===== src/verilog/pcif_pkg.sv =====
// Constants and types shared by the PCI bus signal port
package pcif_pkg;

   // ***********************
   // Timing and sizes
   // ***********************
   localparam logic [2:0] MABORT_EDGES = 3'h5;
   localparam int         TGT_WIN_LOG2 = 12;
   localparam int         LEN_W        = 5;
   localparam logic [LEN_W-1:0] LEN_ONE = 5'h01;
   localparam logic [LEN_W-1:0] LEN_TWO = 5'h02;

   // ***********************
   // Command decode
   // ***********************
   localparam logic [2:0] CMD_MEM_HI = 3'h3;
   localparam logic [2:0] CMD_CFG_HI = 3'h5;
   localparam int         CMD_WR_BIT = 0;

   typedef enum {ST_IDLE, ST_REQ, ST_MADR, ST_MDAT, ST_TDEC, ST_TRDY, ST_TXFR, ST_TURN} pcif_state_e;

   typedef struct packed {
      logic [31:0] ad;
      logic [3:0]  cbe;
      logic        par;
      logic        frame_n;
      logic        irdy_n;
      logic        trdy_n;
      logic        stop_n;
      logic        devsel_n;
      logic        idsel;
      logic        gnt_n;
   } pcif_pin_in_s;

   localparam int PIN_IN_W = $bits(pcif_pin_in_s);

   typedef struct packed {
      logic [31:0] ad;
      logic        ad_oe;
      logic [3:0]  cbe;
      logic        cbe_oe;
      logic        par;
      logic        par_oe;
      logic        frame_n;
      logic        frame_oe;
      logic        irdy_n;
      logic        irdy_oe;
      logic        trdy_n;
      logic        trdy_oe;
      logic        stop_n;
      logic        stop_oe;
      logic        devsel_n;
      logic        devsel_oe;
      logic        perr_n;
      logic        perr_oe;
      logic        serr_n;
      logic        serr_oe;
      logic        inta_n;
      logic        inta_oe;
      logic        req_n;
   } pcif_pin_out_s;

   typedef struct packed {
      logic [3:0]       cmd;
      logic [31:0]      addr;
      logic [3:0]       be;
      logic [LEN_W-1:0] len;
   } pcif_mreq_s;

   typedef struct packed {
      logic frame;
      logic irdy;
      logic trdy;
      logic trdy_a;
      logic stop;
      logic stop_a;
      logic devsel;
      logic ad_oe;
      logic cbe_oe;
   } pcif_drv_s;

endpackage : pcif_pkg


===== src/verilog/pcif_port.sv =====
// PCI bus signal port: master and target sequencing, parity, arbitration, interrupt
// Notes on behaviour
// - Master puts address on AD in the first clock FRAME is asserted.
// - Data moves only in clocks where IRDY and TRDY are both asserted.
// - C/BE carries command in address phase, byte enables in data phases.
// - Driver of AD drives even PAR over AD and C/BE one clock later; as target the port folds in its own cbe_r, not the C/BE on the bus.
// - Master asserts FRAME to start, holds during burst, releases on last phase.
// - Master asserts IRDY only when able to complete the data phase.
// - Selected target asserts TRDY only when ready to complete the phase.
// - Target asserts STOP to end a transaction; master then terminates.
// - Configuration accesses are claimed only with IDSEL in the address phase.
// - Target claims with DEVSEL on address hit; master checks DEVSEL claim.
// - REQ is always driven outside reset, asserted when wanting the bus.
// - GNT is ignored during bus reset; master only when granted.
// - Data receiver checks parity and asserts PERR the clock after PAR.
// - Odd parity on an address phase raises SERR on the open-drain line.
// - INTA is open drain, only pulled low while service is needed.
// - Bus reset is synchronised internally before use.
// - All bus timing follows the bus clock, up to 33 MHz; REQ falls and INTA moves on the system clock, off the bus edge.
// - A released sustained signal is driven high one clock, then floated.
`timescale 1ns/1ps

// ***********************
// Three-stage input synchroniser
// ***********************
module pcif_sync #(
   parameter int         W  = 1,
   parameter logic [W-1:0] RV = '0
) (
   input  wire logic         clock,
   input  wire logic         rst,
   input  wire logic [W-1:0] d,
   output logic      [W-1:0] q
);
   logic [W-1:0] s1_r;
   logic [W-1:0] s2_r;
   logic [W-1:0] s3_r;
   logic [W-1:0] q_r;
   wire  [W-1:0] agree_w = ~(s2_r ^ s3_r);

   always_ff @(posedge clock or posedge rst)
   begin
      if (rst)
      begin
         s1_r <= RV;
         s2_r <= RV;
         s3_r <= RV;
         q_r  <= RV;
      end
      else
      begin
         s1_r <= d;
         s2_r <= s1_r;
         s3_r <= s2_r;
         q_r  <= (agree_w & s2_r) | (~agree_w & q_r);
      end
   end
   assign q = q_r;
endmodule : pcif_sync

// ***********************
// Sustained three-state pin with release park
// ***********************
module pcif_sts (
   input  wire logic clock,
   input  wire logic rst,
   input  wire logic en,
   input  wire logic clr,
   input  wire logic own,
   input  wire logic act,
   output logic      o,
   output logic      oe
);
   logic d_r;

   always_ff @(posedge clock or posedge rst)
   begin
      if (rst)
         d_r <= 1'b0;
      else if (clr)
         d_r <= 1'b0;
      else if (en)
         d_r <= own;
   end
   // Parked high for one bus clock after ownership drops
   assign oe = own | d_r;
   assign o  = own ? ~act : 1'b1;
endmodule : pcif_sts

// ***********************
// Port top
// ***********************
module pcif_port
   import pcif_pkg::*;
(
   input  wire logic          clock,
   input  wire logic          rst,
   input  wire logic          pci_clk,
   input  wire logic          pci_rst_n,
   input  pcif_pin_in_s       pins_i,
   output pcif_pin_out_s      pins_o,
   input  wire logic          m_start,
   input  pcif_mreq_s         m_req,
   input  wire logic [31:0]   m_wdata,
   output logic               m_busy,
   output logic               m_wnext,
   output logic               m_rvalid,
   output logic [31:0]        m_rdata,
   output logic               m_done,
   output logic               m_abort,
   output logic               m_stopped,
   input  wire logic [31:0]   tgt_base,
   input  wire logic [31:0]   t_rdata,
   output logic               t_rd,
   output logic               t_wr,
   output logic               t_cfg,
   output logic [31:0]        t_addr,
   output logic [31:0]        t_wdata,
   output logic [3:0]         t_be,
   input  wire logic          irq
);

   // ***********************
   // Input crossing and bus clock edge
   // ***********************
   logic         pclk_s;
   logic         prst_n_s;
   pcif_pin_in_s pin_s;
   logic         pclk_d_r;

   pcif_sync #(.W(1), .RV(1'b0)) u_sclk (
      .clock(clock), .rst(rst), .d(pci_clk), .q(pclk_s));
   pcif_sync #(.W(1), .RV(1'b0)) u_srst (
      .clock(clock), .rst(rst), .d(pci_rst_n), .q(prst_n_s));
   pcif_sync #(.W(PIN_IN_W), .RV('1)) u_spin (
      .clock(clock), .rst(rst), .d(pins_i), .q(pin_s));

   // Sampling at 100 MHz leaves little margin near 33 MHz
   wire edge_w = pclk_s & ~pclk_d_r;
   wire brst_w = ~prst_n_s;

   // ***********************
   // State
   // ***********************
   pcif_state_e      st_r, st_nxt;
   pcif_drv_s        drv_r, drv_nxt;
   pcif_mreq_s       mq_r, mq_nxt;
   logic [31:0]      ad_r, ad_nxt;
   logic [3:0]       cbe_r, cbe_nxt;
   logic [LEN_W-1:0] rem_r, rem_nxt;
   logic             last_r, last_nxt;
   logic             dsel_r, dsel_nxt;
   logic [2:0]       dcnt_r, dcnt_nxt;
   logic [3:0]       tcmd_r, tcmd_nxt;
   logic [31:0]      taddr_r, taddr_nxt;
   logic [31:0]      twd_r, twd_nxt;
   logic [3:0]       tbe_r, tbe_nxt;
   logic [31:0]      rd_r, rd_nxt;
   logic             ab_r, ab_nxt;
   logic             sp_r, sp_nxt;
   logic             wn_r, wn_nxt;
   logic             rv_r, rv_nxt;
   logic             dn_r, dn_nxt;
   logic             tw_r, tw_nxt;
   logic             trd_r, trd_nxt;
   logic             par_r, par_oe_r;
   logic             frm_prev_r;
   logic             pv_r, pp_r, pe_r;
   logic             ac_r, ap_r, serr_r;
   logic             inta_r;

   // ***********************
   // Decode
   // ***********************
   wire xfer_w   = ~pin_s.irdy_n & ~pin_s.trdy_n;
   wire adr_ph_w = ~pin_s.frame_n & frm_prev_r;
   wire win_w    = pin_s.ad[31:TGT_WIN_LOG2] == tgt_base[31:TGT_WIN_LOG2];
   wire mem_w    = pin_s.cbe[3:1] == CMD_MEM_HI;
   wire cfg_w    = (pin_s.cbe[3:1] == CMD_CFG_HI) & pin_s.idsel;
   wire hit_w    = (mem_w & win_w) | cfg_w;
   wire idle_w   = pin_s.frame_n & pin_s.irdy_n;
   wire gnt_w    = ~pin_s.gnt_n & ~brst_w;
   wire mab_w    = ~dsel_r & (dcnt_r == MABORT_EDGES);
   wire stop_w   = ~pin_s.stop_n;
   wire mwr_w    = mq_r.cmd[CMD_WR_BIT];
   wire twr_w    = tcmd_r[CMD_WR_BIT];
   wire rx_w     = ((st_r == ST_MDAT) & ~mwr_w & xfer_w) | ((st_r == ST_TXFR) & twr_w & xfer_w);
   wire bus_par  = ^{pin_s.ad, pin_s.cbe};

   // ***********************
   // Sequencer
   // ***********************
   always_comb
   begin
      st_nxt    = st_r;
      drv_nxt   = drv_r;
      mq_nxt    = mq_r;
      ad_nxt    = ad_r;
      cbe_nxt   = cbe_r;
      rem_nxt   = rem_r;
      last_nxt  = last_r;
      dsel_nxt  = dsel_r;
      dcnt_nxt  = dcnt_r;
      tcmd_nxt  = tcmd_r;
      taddr_nxt = taddr_r;
      twd_nxt   = twd_r;
      tbe_nxt   = tbe_r;
      rd_nxt    = rd_r;
      ab_nxt    = ab_r;
      sp_nxt    = sp_r;
      wn_nxt    = 1'b0;
      rv_nxt    = 1'b0;
      dn_nxt    = 1'b0;
      tw_nxt    = 1'b0;
      trd_nxt   = 1'b0;
      unique case (st_r)
         ST_IDLE:
         begin
            // A claim on the bus beats a local request in the same cycle
            if (edge_w & adr_ph_w & hit_w)
            begin
               tcmd_nxt  = pin_s.cbe;
               taddr_nxt = pin_s.ad;
               st_nxt    = ST_TDEC;
            end
            else if (m_start)
            begin
               mq_nxt = m_req;
               st_nxt = ST_REQ;
            end
         end
         ST_REQ:
         begin
            if (edge_w & gnt_w & idle_w)
            begin
               drv_nxt.frame  = 1'b1;
               drv_nxt.ad_oe  = 1'b1;
               drv_nxt.cbe_oe = 1'b1;
               ad_nxt         = mq_r.addr;
               cbe_nxt        = mq_r.cmd;
               rem_nxt        = mq_r.len;
               last_nxt       = 1'b0;
               st_nxt         = ST_MADR;
            end
         end
         ST_MADR:
         begin
            if (edge_w)
            begin
               drv_nxt.irdy  = 1'b1;
               cbe_nxt       = mq_r.be;
               drv_nxt.ad_oe = mwr_w;
               if (mwr_w)
               begin
                  ad_nxt = m_wdata;
                  wn_nxt = 1'b1;
               end
               if (rem_r == LEN_ONE)
               begin
                  drv_nxt.frame = 1'b0;
                  last_nxt      = 1'b1;
               end
               dsel_nxt = 1'b0;
               dcnt_nxt = 3'h0;
               ab_nxt   = 1'b0;
               sp_nxt   = 1'b0;
               st_nxt   = ST_MDAT;
            end
         end
         ST_MDAT:
         begin
            if (edge_w)
            begin
               dsel_nxt = dsel_r | ~pin_s.devsel_n;
               if (dcnt_r != MABORT_EDGES)
                  dcnt_nxt = dcnt_r + 3'h1;
               if (xfer_w & ~mwr_w)
               begin
                  rd_nxt = pin_s.ad;
                  rv_nxt = 1'b1;
               end
               if (last_r & (xfer_w | stop_w | mab_w))
               begin
                  drv_nxt.irdy   = 1'b0;
                  drv_nxt.ad_oe  = 1'b0;
                  drv_nxt.cbe_oe = 1'b0;
                  ab_nxt         = mab_w & ~xfer_w;
                  sp_nxt         = stop_w;
                  dn_nxt         = 1'b1;
                  st_nxt         = ST_TURN;
               end
               else
               begin
                  if (mab_w | stop_w | (xfer_w & (rem_r == LEN_TWO)))
                  begin
                     drv_nxt.frame = 1'b0;
                     last_nxt      = 1'b1;
                  end
                  if (xfer_w)
                  begin
                     rem_nxt = rem_r - LEN_ONE;
                     if (mwr_w)
                     begin
                        ad_nxt = m_wdata;
                        wn_nxt = 1'b1;
                     end
                  end
               end
            end
         end
         ST_TDEC:
         begin
            if (edge_w)
            begin
               drv_nxt.devsel = 1'b1;
               drv_nxt.trdy   = 1'b1;
               drv_nxt.trdy_a = 1'b0;
               drv_nxt.stop   = 1'b1;
               drv_nxt.stop_a = 1'b0;
               trd_nxt        = ~twr_w;
               st_nxt         = ST_TRDY;
            end
         end
         ST_TRDY:
         begin
            if (edge_w)
            begin
               // Single-word target: data goes out with a disconnect
               drv_nxt.trdy_a = 1'b1;
               drv_nxt.stop_a = 1'b1;
               drv_nxt.ad_oe  = ~twr_w;
               if (~twr_w)
                  ad_nxt = t_rdata;
               st_nxt = ST_TXFR;
            end
         end
         ST_TXFR:
         begin
            if (edge_w & (xfer_w | idle_w))
            begin
               if (xfer_w & twr_w)
               begin
                  twd_nxt = pin_s.ad;
                  tbe_nxt = pin_s.cbe;
                  tw_nxt  = 1'b1;
               end
               drv_nxt = '0;
               st_nxt  = ST_TURN;
            end
         end
         ST_TURN:
         begin
            if (edge_w)
               st_nxt = ST_IDLE;
         end
      endcase
   end

   always_ff @(posedge clock or posedge rst)
   begin
      if (rst)
      begin
         st_r     <= ST_IDLE;
         drv_r    <= '0;
         mq_r     <= '0;
         ad_r     <= 32'h0000_0000;
         cbe_r    <= 4'h0;
         rem_r    <= '0;
         last_r   <= 1'b0;
         dsel_r   <= 1'b0;
         dcnt_r   <= 3'h0;
         tcmd_r   <= 4'h0;
         taddr_r  <= 32'h0000_0000;
         ab_r     <= 1'b0;
         sp_r     <= 1'b0;
      end
      else if (brst_w)
      begin
         st_r  <= ST_IDLE;
         drv_r <= '0;
      end
      else
      begin
         st_r     <= st_nxt;
         drv_r    <= drv_nxt;
         mq_r     <= mq_nxt;
         ad_r     <= ad_nxt;
         cbe_r    <= cbe_nxt;
         rem_r    <= rem_nxt;
         last_r   <= last_nxt;
         dsel_r   <= dsel_nxt;
         dcnt_r   <= dcnt_nxt;
         tcmd_r   <= tcmd_nxt;
         taddr_r  <= taddr_nxt;
         ab_r     <= ab_nxt;
         sp_r     <= sp_nxt;
      end
   end

   // User-side data and pulses
   always_ff @(posedge clock or posedge rst)
   begin
      if (rst)
      begin
         {twd_r, tbe_r, rd_r} <= '0;
         {wn_r, rv_r, dn_r, tw_r, trd_r} <= 5'h00;
      end
      else
      begin
         {twd_r, tbe_r, rd_r} <= {twd_nxt, tbe_nxt, rd_nxt};
         {wn_r, rv_r, dn_r, tw_r, trd_r} <= {wn_nxt, rv_nxt, dn_nxt, tw_nxt, trd_nxt};
      end
   end

   // ***********************
   // Parity, errors, interrupt
   // ***********************
   always_ff @(posedge clock or posedge rst)
   begin
      if (rst)
      begin
         {par_r, par_oe_r, pv_r, pp_r, pe_r} <= 5'h00;
         {ac_r, ap_r, serr_r, inta_r} <= 4'h0;
         frm_prev_r <= 1'b1;
         pclk_d_r   <= 1'b0;
      end
      else
      begin
         pclk_d_r <= pclk_s;
         inta_r   <= irq & ~brst_w;
         if (brst_w)
         begin
            {par_oe_r, pv_r, pe_r, ac_r, serr_r} <= 5'h00;
            frm_prev_r <= 1'b1;
         end
         else if (edge_w)
         begin
            par_r      <= ^{ad_r, cbe_r};
            par_oe_r   <= drv_r.ad_oe;
            pv_r       <= rx_w;
            pp_r       <= bus_par;
            pe_r       <= pv_r & (pp_r ^ pin_s.par);
            ac_r       <= adr_ph_w;
            ap_r       <= bus_par;
            serr_r     <= ac_r & (ap_r ^ pin_s.par);
            frm_prev_r <= pin_s.frame_n;
         end
      end
   end

   // ***********************
   // Pins
   // ***********************
   pcif_sts u_frame (.clock(clock), .rst(rst), .en(edge_w), .clr(brst_w), .own(drv_r.frame),
      .act(1'b1), .o(pins_o.frame_n), .oe(pins_o.frame_oe));
   pcif_sts u_irdy (.clock(clock), .rst(rst), .en(edge_w), .clr(brst_w), .own(drv_r.irdy),
      .act(1'b1), .o(pins_o.irdy_n), .oe(pins_o.irdy_oe));
   pcif_sts u_trdy (.clock(clock), .rst(rst), .en(edge_w), .clr(brst_w), .own(drv_r.trdy),
      .act(drv_r.trdy_a), .o(pins_o.trdy_n), .oe(pins_o.trdy_oe));
   pcif_sts u_stop (.clock(clock), .rst(rst), .en(edge_w), .clr(brst_w), .own(drv_r.stop),
      .act(drv_r.stop_a), .o(pins_o.stop_n), .oe(pins_o.stop_oe));
   pcif_sts u_dsel (.clock(clock), .rst(rst), .en(edge_w), .clr(brst_w), .own(drv_r.devsel),
      .act(1'b1), .o(pins_o.devsel_n), .oe(pins_o.devsel_oe));
   pcif_sts u_perr (.clock(clock), .rst(rst), .en(edge_w), .clr(brst_w), .own(pe_r),
      .act(1'b1), .o(pins_o.perr_n), .oe(pins_o.perr_oe));

   assign pins_o.ad      = ad_r;
   assign pins_o.ad_oe   = drv_r.ad_oe;
   assign pins_o.cbe     = cbe_r;
   assign pins_o.cbe_oe  = drv_r.cbe_oe;
   assign pins_o.par     = par_r;
   assign pins_o.par_oe  = par_oe_r;
   assign pins_o.serr_n  = 1'b0;
   assign pins_o.serr_oe = serr_r;
   assign pins_o.inta_n  = 1'b0;
   assign pins_o.inta_oe = inta_r;
   assign pins_o.req_n   = ~(st_r == ST_REQ);

   assign m_busy    = st_r != ST_IDLE;
   assign m_wnext   = wn_r;
   assign m_rvalid  = rv_r;
   assign m_rdata   = rd_r;
   assign m_done    = dn_r;
   assign m_abort   = ab_r;
   assign m_stopped = sp_r;
   assign t_rd      = trd_r;
   assign t_wr      = tw_r;
   assign t_cfg     = tcmd_r[3:1] == CMD_CFG_HI;
   assign t_addr    = taddr_r;
   assign t_wdata   = twd_r;
   assign t_be      = tbe_r;

   // ***********************
   // Checks
   // ***********************
   AST_ADDR_PHASE: assert property (@(posedge clock) disable iff (rst)
      $rose(drv_r.frame) |-> drv_r.ad_oe && ad_r == mq_r.addr && cbe_r == mq_r.cmd)
      else $error("address phase without address and command");
   AST_PAR_GEN: assert property (@(posedge clock) disable iff (rst || brst_w)
      edge_w |=> par_r == ^{$past(ad_r), $past(cbe_r)})
      else $error("parity not even over previous lines");
   AST_GRANTED: assert property (@(posedge clock) disable iff (rst)
      st_r == ST_MADR && $past(st_r) == ST_REQ |-> $past(gnt_w))
      else $error("master started without grant");
   AST_RST_FLOAT: assert property (@(posedge clock) disable iff (rst)
      brst_w |=> !pins_o.frame_oe && !pins_o.ad_oe && !pins_o.trdy_oe && !pins_o.devsel_oe)
      else $error("bus output driven during reset");
   AST_PARK: assert property (@(posedge clock) disable iff (rst || brst_w)
      $fell(drv_r.irdy) |-> pins_o.irdy_oe && pins_o.irdy_n)
      else $error("released signal not parked high");
   AST_INTA: assert property (@(posedge clock) disable iff (rst)
      irq && !brst_w |=> pins_o.inta_oe && !pins_o.inta_n)
      else $error("interrupt line not pulled low");
   AST_CFG_IDSEL: assert property (@(posedge clock) disable iff (rst)
      st_r == ST_TDEC && $past(st_r) == ST_IDLE && t_cfg |-> $past(pin_s.idsel))
      else $error("config claimed without select");
   AST_TWR_XFER: assert property (@(posedge clock) disable iff (rst)
      t_wr |-> $past(drv_r.trdy_a) && $past(xfer_w))
      else $error("target write without both ready");
   AST_STOP_END: assert property (@(posedge clock) disable iff (rst || brst_w)
      edge_w && st_r == ST_MDAT && stop_w |=> !drv_r.frame)
      else $error("frame held after stop");
   AST_REQ: assert property (@(posedge clock) disable iff (rst || brst_w)
      st_r == ST_IDLE && m_start && !edge_w |=> !pins_o.req_n)
      else $error("request not raised");
   AST_SERR: assert property (@(posedge clock) disable iff (rst || brst_w)
      edge_w && ac_r && (ap_r ^ pin_s.par) |=> pins_o.serr_oe ##1 !edge_w || !pins_o.serr_oe)
      else $error("address parity error not signalled");
endmodule : pcif_port

===== config.mk =====
export PLATFORM = sky130hd
export DESIGN_NAME = pcif_port
export DESIGN_NICKNAME = d
export VERILOG_FILES = /design/src/verilog/pcif_pkg.sv /design/src/verilog/pcif_port.sv
export SDC_FILE = /design/constraint.sdc
export NUM_CORES = 1
export LEC_CHECK = 0
export BUFFER_PORTS_ARGS = -buffer_cell sky130_fd_sc_hd__buf_4
export CELL_PAD_IN_SITES_DETAIL_PLACEMENT = 2
export CELL_PAD_IN_SITES_GLOBAL_PLACEMENT = 2
export CORE_ASPECT_RATIO = 0.9
export CORE_MARGIN = 3
export CORE_UTILIZATION = 40
export DETAILED_ROUTE_END_ITERATION = 10
export MAX_ROUTING_LAYER = met4
export PLACE_DENSITY = 0.94
export REMOVE_ABC_BUFFERS = 1
export SLEW_MARGIN = 10
export SYNTH_ARGS = -nofsm -noshare
export SYNTH_HDL_FRONTEND = slang
export SYNTH_SLANG_ARGS = --single-unit

===== constraint.sdc =====
create_clock -name clock -period 23.1 [get_ports clock]
set_input_delay 2.31 -clock clock [delete_from_list [all_inputs] [get_ports clock]]
set_output_delay 2.31 -clock clock [all_outputs]
set_load 0.1 [all_outputs]

After elaboration in Yosys (flattened, before gate mapping) --
Cells that the tools add are included.
Storage, ports and cells: bits in registers 443, logic and storage cells 330
Cells by class: add/sub/neg operators 2, eq/ne operators 48, muxes and demuxes 121, bitwise gates (word level) 71, reductions and logical operators 28
Operators with widths (count):
- 32-bit 2-to-1 mux | 19
- 32-bit one-hot mux with 8 select lines | 1
- 32-bit by 3-bit equality test with 1-bit output (second input constant) | 5
- 32-bit one-hot mux with 4 select lines | 1
- 32-bit by 2-bit equality test with 1-bit output (second input constant) | 3
- 44-bit bitwise AND | 2
- 44-bit inverter | 2
- 36-bit XOR reduction | 2
- 1-bit 2-to-1 mux | 66
- 44-bit bitwise OR | 1
- 44-bit bitwise XOR | 1
- 3-bit != test (second input constant) | 13
- 32-bit by 1-bit equality test with 1-bit output (second input constant) | 1
- 32-bit by 4-bit equality test with 1-bit output (second input constant) | 1
- 32-bit zero test | 1
- 32-bit nonzero test | 1
- 1-bit bitwise AND | 29
- 5-bit 2-to-1 mux | 5
- 2-bit != test (second input constant) | 12
- 20-bit equality test | 1
- 5-bit AND reduction | 4
- 9-bit 2-to-1 mux | 2
- 9-bit AND reduction | 2
- 1-bit inverter | 17
- 30 further kinds | 78

Logic depth before layout (Yosys ltp) --
depth after elaboration 9, mapped depth 10

Modules after synthesis --
Synthesis repeated with hierarchy kept, for this count alone.
Unflattened totals: cells, all modules 1133, area, all modules 15942.8 sq um
By module, submodules not included:
- pcif_port | times used 1, cells an instance 864, area each 10273.6 sq um, sequential area each 5531.6 sq um
- pcif_sync at u_spin | times used 1, cells an instance 221, area each 5123.7 sq um, sequential area each 4624.4 sq um
- pcif_sts | times used 6, cells an instance 6, area each 52.6 sq um, sequential area each 25.0 sq um
- pcif_sync at u_sclk ... | times used 2, cells an instance 6, area each 115.1 sq um, sequential area each 100.1 sq um

Worst setup path before layout --
Ideal clock, no wire load.
path type register -> output, start point register tcmd_r[3], end point output port t_cfg, arrival 1.623 ns, required time 20.790 ns, slack 19.167 ns, cell stages (with the launch flop) 3, buffers on the path 0, path through dfrtp_1 nand2_1 nor2_1
Between the ends: longest elaborated chain between the ends 1
RTL lines:
- start, declared | RTL line pcif_port.sv:154 | logic [3:0] tcmd_r, tcmd_nxt;
- start signal, assigned | RTL line pcif_port.sv:393 | tcmd_r <= tcmd_nxt;
- 3-bit equality test | RTL line pcif_port.sv:488 | assign t_cfg = tcmd_r[3:1] == CMD_CFG_HI;
- end, declared | RTL line pcif_port.sv:116 | output logic t_cfg,
Every way passes these cells.

==> flow_metrics.py <==
metrics = {
    "status": {
        "status": "finished, final reports clean",
    },
    "cells_and_area": {
        "nNetsFinal": 1655,
        "final_area_mm2": 0.0206,
        "fin_cells": 2033,
        "area.growth.synth_to_final_pct": 27.8,
        "drive_gt1_share_pct": 51.2,
    },
    "timing": {
        "period_needed_ns": 4.73,
        "finalSetupViolations": 0,
        "slew-limit-headroom_pct": 24.0,
        "fmax_mhz": 211,
        "finClkSkew_ns": 0.0223,
        "finalMaxSlewViolations": 0,
        "worst_slew_pin_slew_ns": 1.14,
        "period_share_pct": 20.5,
        "tns_ns": 0,
        "rsz0062_at_grt": "false",
        "final_hold_viol_count": 0,
    },
    "routing": {
        "vias": 10500,
        "dr.pass1.iters": 4,
        "drtIter0Drc": 428,
        "routedWlPerCell_um": 25.9,
        "drt_wl_total_um": 52700,
        "detail_route.vias_per_cell": 5.17,
        "drt_drc_violations_left": 0,
        "ant_nets": 0,
    },
    "clock_network": {
        "htreeDepth": 2,
        "cts_made_buffers": 44,
        "postCtsSetupRepairBufs": 0,
        "postCtsHoldBufs": 0,
        "root_buffer": "clkbuf_16",
        "cts_sinks": 409,
        "cts_tree": "yes",
        "cts_buffer_depth": 3,
        "clkTransAtPathRegs_ns": 0.06,
        "cts_resized": 0,
        "clk_latency_ns": 0.57,
    },
    "floorplanning": {
        "row_count": 69,
        "dieArea_mm2": 0.0428,
        "die_x_um": 218,
        "start_util_pct": 40.7,
        "fp.dieH_um": 196,
        "io_pins": 357,
        "core_area_mm2": 0.0396,
    },
    "logic_synthesis": {
        "ys_types": 57,
        "synth_compound_area_share_pct": 6.31,
        "synth_ff_type": "dfrtp_1",
        "yosysTopAreaCell": "dfrtp_1",
        "yosys_warnings": 0,
        "ys_top_cells_by_area": "dfrtp_1 (36%), dfstp_2 (29%), mux2_4 (6.4%)",
        "synthSimpleGateAreaFrac_pct": 5.34,
        "async_flop_share_pct": 100,
        "synthAdderAreaFrac_pct": 3.24,
        "syn_inst": 1124,
        "yosys_register_bits": 409,
        "seq_area_frac_synth_pct": 64.9,
        "synth_top_family_by_area": "multiplexers",
        "synth_top_area_share_pct": 36.0,
        "yosysMostFrequentCell": "dfrtp_1",
        "synthMuxAreaShare_pct": 12.3,
        "synth_xor_area_share_pct": 4.94,
        "synth_common_cells": "dfrtp_1 (232), dfstp_2 (177), mux2_2 (81), nand2_1 (75), xnor2_1 (71)",
        "synth-edff-count": 0,
        "avgSynthCellArea_um2": 14.3,
        "synth_area_mm2": 0.0161,
    },
    "critical_path": {
        "startpoint": "st_r[0]$_DFFE_PP0P_",
        "timing_worst_setup_path_type": "reg2out",
        "crit_fanout": 20,
        "worstSetupStartpointType": "flip-flop",
        "cp-endpoint": "pins_o[0]",
        "cp.arrival_ns": 2.42,
        "worstReg2RegEnd": "ad_r[19]$_DFFE_PP0P_",
        "crit_required_ns": 20.79,
        "crit_path_end_kind": "primary output",
        "ff2ff_setup_slack_ns": 18.93,
        "ff2ff_path_depth": 7,
        "reg2reg_from": "st_r[1]$_DFFE_PP0P_",
    },
    "power": {
        "powerDensity_mw_per_mm2": 141,
        "p_leak_nw": 9.36,
        "peakVddDrop_v": 0.0000837,
    },
    "global_route": {
        "grt_pass1_vias": 12500,
        "grt_first_pass_wirelength_um": 79900,
        "antenna_found_initial": 5,
        "grt.total_usage_pct": 25.4,
        "gr-total-overflow": 0,
        "grt_max_degree": 197,
    },
    "placed_design": {
        "place_area_mm2": 0.0191,
        "globalplace.congestion": 0.823,
        "port_buffers": 342,
        "place_inst": 1945,
        "dp_hpwl_um": 34700,
    },
    "min_path": {
        "hold_class": "reg2reg",
    },
    "flow_run": {
        "cap_violations": 0,
    },
}
## metrics by stage
stage / hold slack [ns] / utilization, % / worst slack, ns / total power, mW
floorplan: 0.331 / - / 9.70 / 1.82
global placement: 0.335 / 48.1 / 18.01 / 2.08
detailed placement: 0.343 / 48.1 / 17.87 / 2.15
CTS: 0.350 / 51.9 / 18.37 / 2.92
global route: 0.350 / 52.0 / 18.20 / 3.02
finish: 0.346 / 52.0 / 18.37 / 2.90
## cell type report
type	count	area, µm²
Antenna cell	6	15.0
Fill cell	3666	19000
Timing Repair Buffer	352	2660
Sequential cell	409	10500
Clock buffer	67	1290
Multi-Input combinational cell	638	5230
Inverter	14	60.1
Clock inverter	15	230
Tap cell	532	666
## cells by family (layout without fill, tap and decap cells)
kind of cell,Yosys count,count (layout)
other cells,1,8
xor+xnor,91,91
mux,154,154
fa+ha+maj,51,51
flops,409,409
compound gates,153,153
simple gates,187,187
buf+inv,78,448
## power by group
group | leakage (nW) | total, mW | internal, mW | switching, mW
clock | 0.749 | 0.743 | 0.443 | 0.299
sequential | 4.85 | 0.992 | 0.861 | 0.131
combinational | 3.76 | 1.16 | 0.365 | 0.796
total | 9.36 | 2.90 | 1.67 | 1.23
## cell usage in the layout, fill, tap and decap left out, types with 6 or more instances in the layout
cell type and n:
a21boi_0 9, a21oi_1 21, a22oi_1 33, a31oi_1 35, buf_4 351, clkbuf_1 13
clkbuf_16 44, clkbuf_8 10, clkinv_2 7, dfrtp_1 232, dfstp_2 177, diode_2 6
inv_1 13, maj3_1 46, mux2_2 81, mux2_4 69, nand2_1 75, nand3_1 11
nor2_1 56, nor2b_1 7, nor3_1 7, o21ai_0 24, xnor2_1 71, xor2_1 20
## worst min-delay path by stage
stage,start,endpoint,slack (ns),cells past startpoint
after floorplan,u_sclk.s1_r$_DFF_PP0_,u_sclk.s2_r$_DFF_PP0_,0.33,0
after global placement,u_srst.s1_r$_DFF_PP0_,u_srst.s2_r$_DFF_PP0_,0.34,0
after detailed placement,u_srst.s1_r$_DFF_PP0_,u_srst.s2_r$_DFF_PP0_,0.34,0
after CTS,u_spin.s1_r[13]$_DFF_PP1_,u_spin.s2_r[13]$_DFF_PP1_,0.35,0
after global routing,u_spin.s1_r[13]$_DFF_PP1_,u_spin.s2_r[13]$_DFF_PP1_,0.35,0
final,u_spin.s1_r[6]$_DFF_PP1_,u_spin.s2_r[6]$_DFF_PP1_,0.35,0
## metal layers
layer | part of all wire, % | track usage [%] | vias to the layer above | routed length [µm]
met5 | 0 | - | - | 0
met1 | 38 | 28.8 | 5574 | 20300
li1 | - | - | 4560 | -
met4 | 3.6 | 9.93 | 0 | 1870
met3 | 3.8 | 4.22 | 94 | 1990
met2 | 54 | 45.1 | 276 | 28600
## worst max-delay path, cell delays in order, from the launching register on
cell,delay (ns)
dfrtp_1,0.77
nand2b_1,0.23
nor2_1,0.35
inv_1,0.23
buf_4,0.29
(Power assumes the default switching activity.)
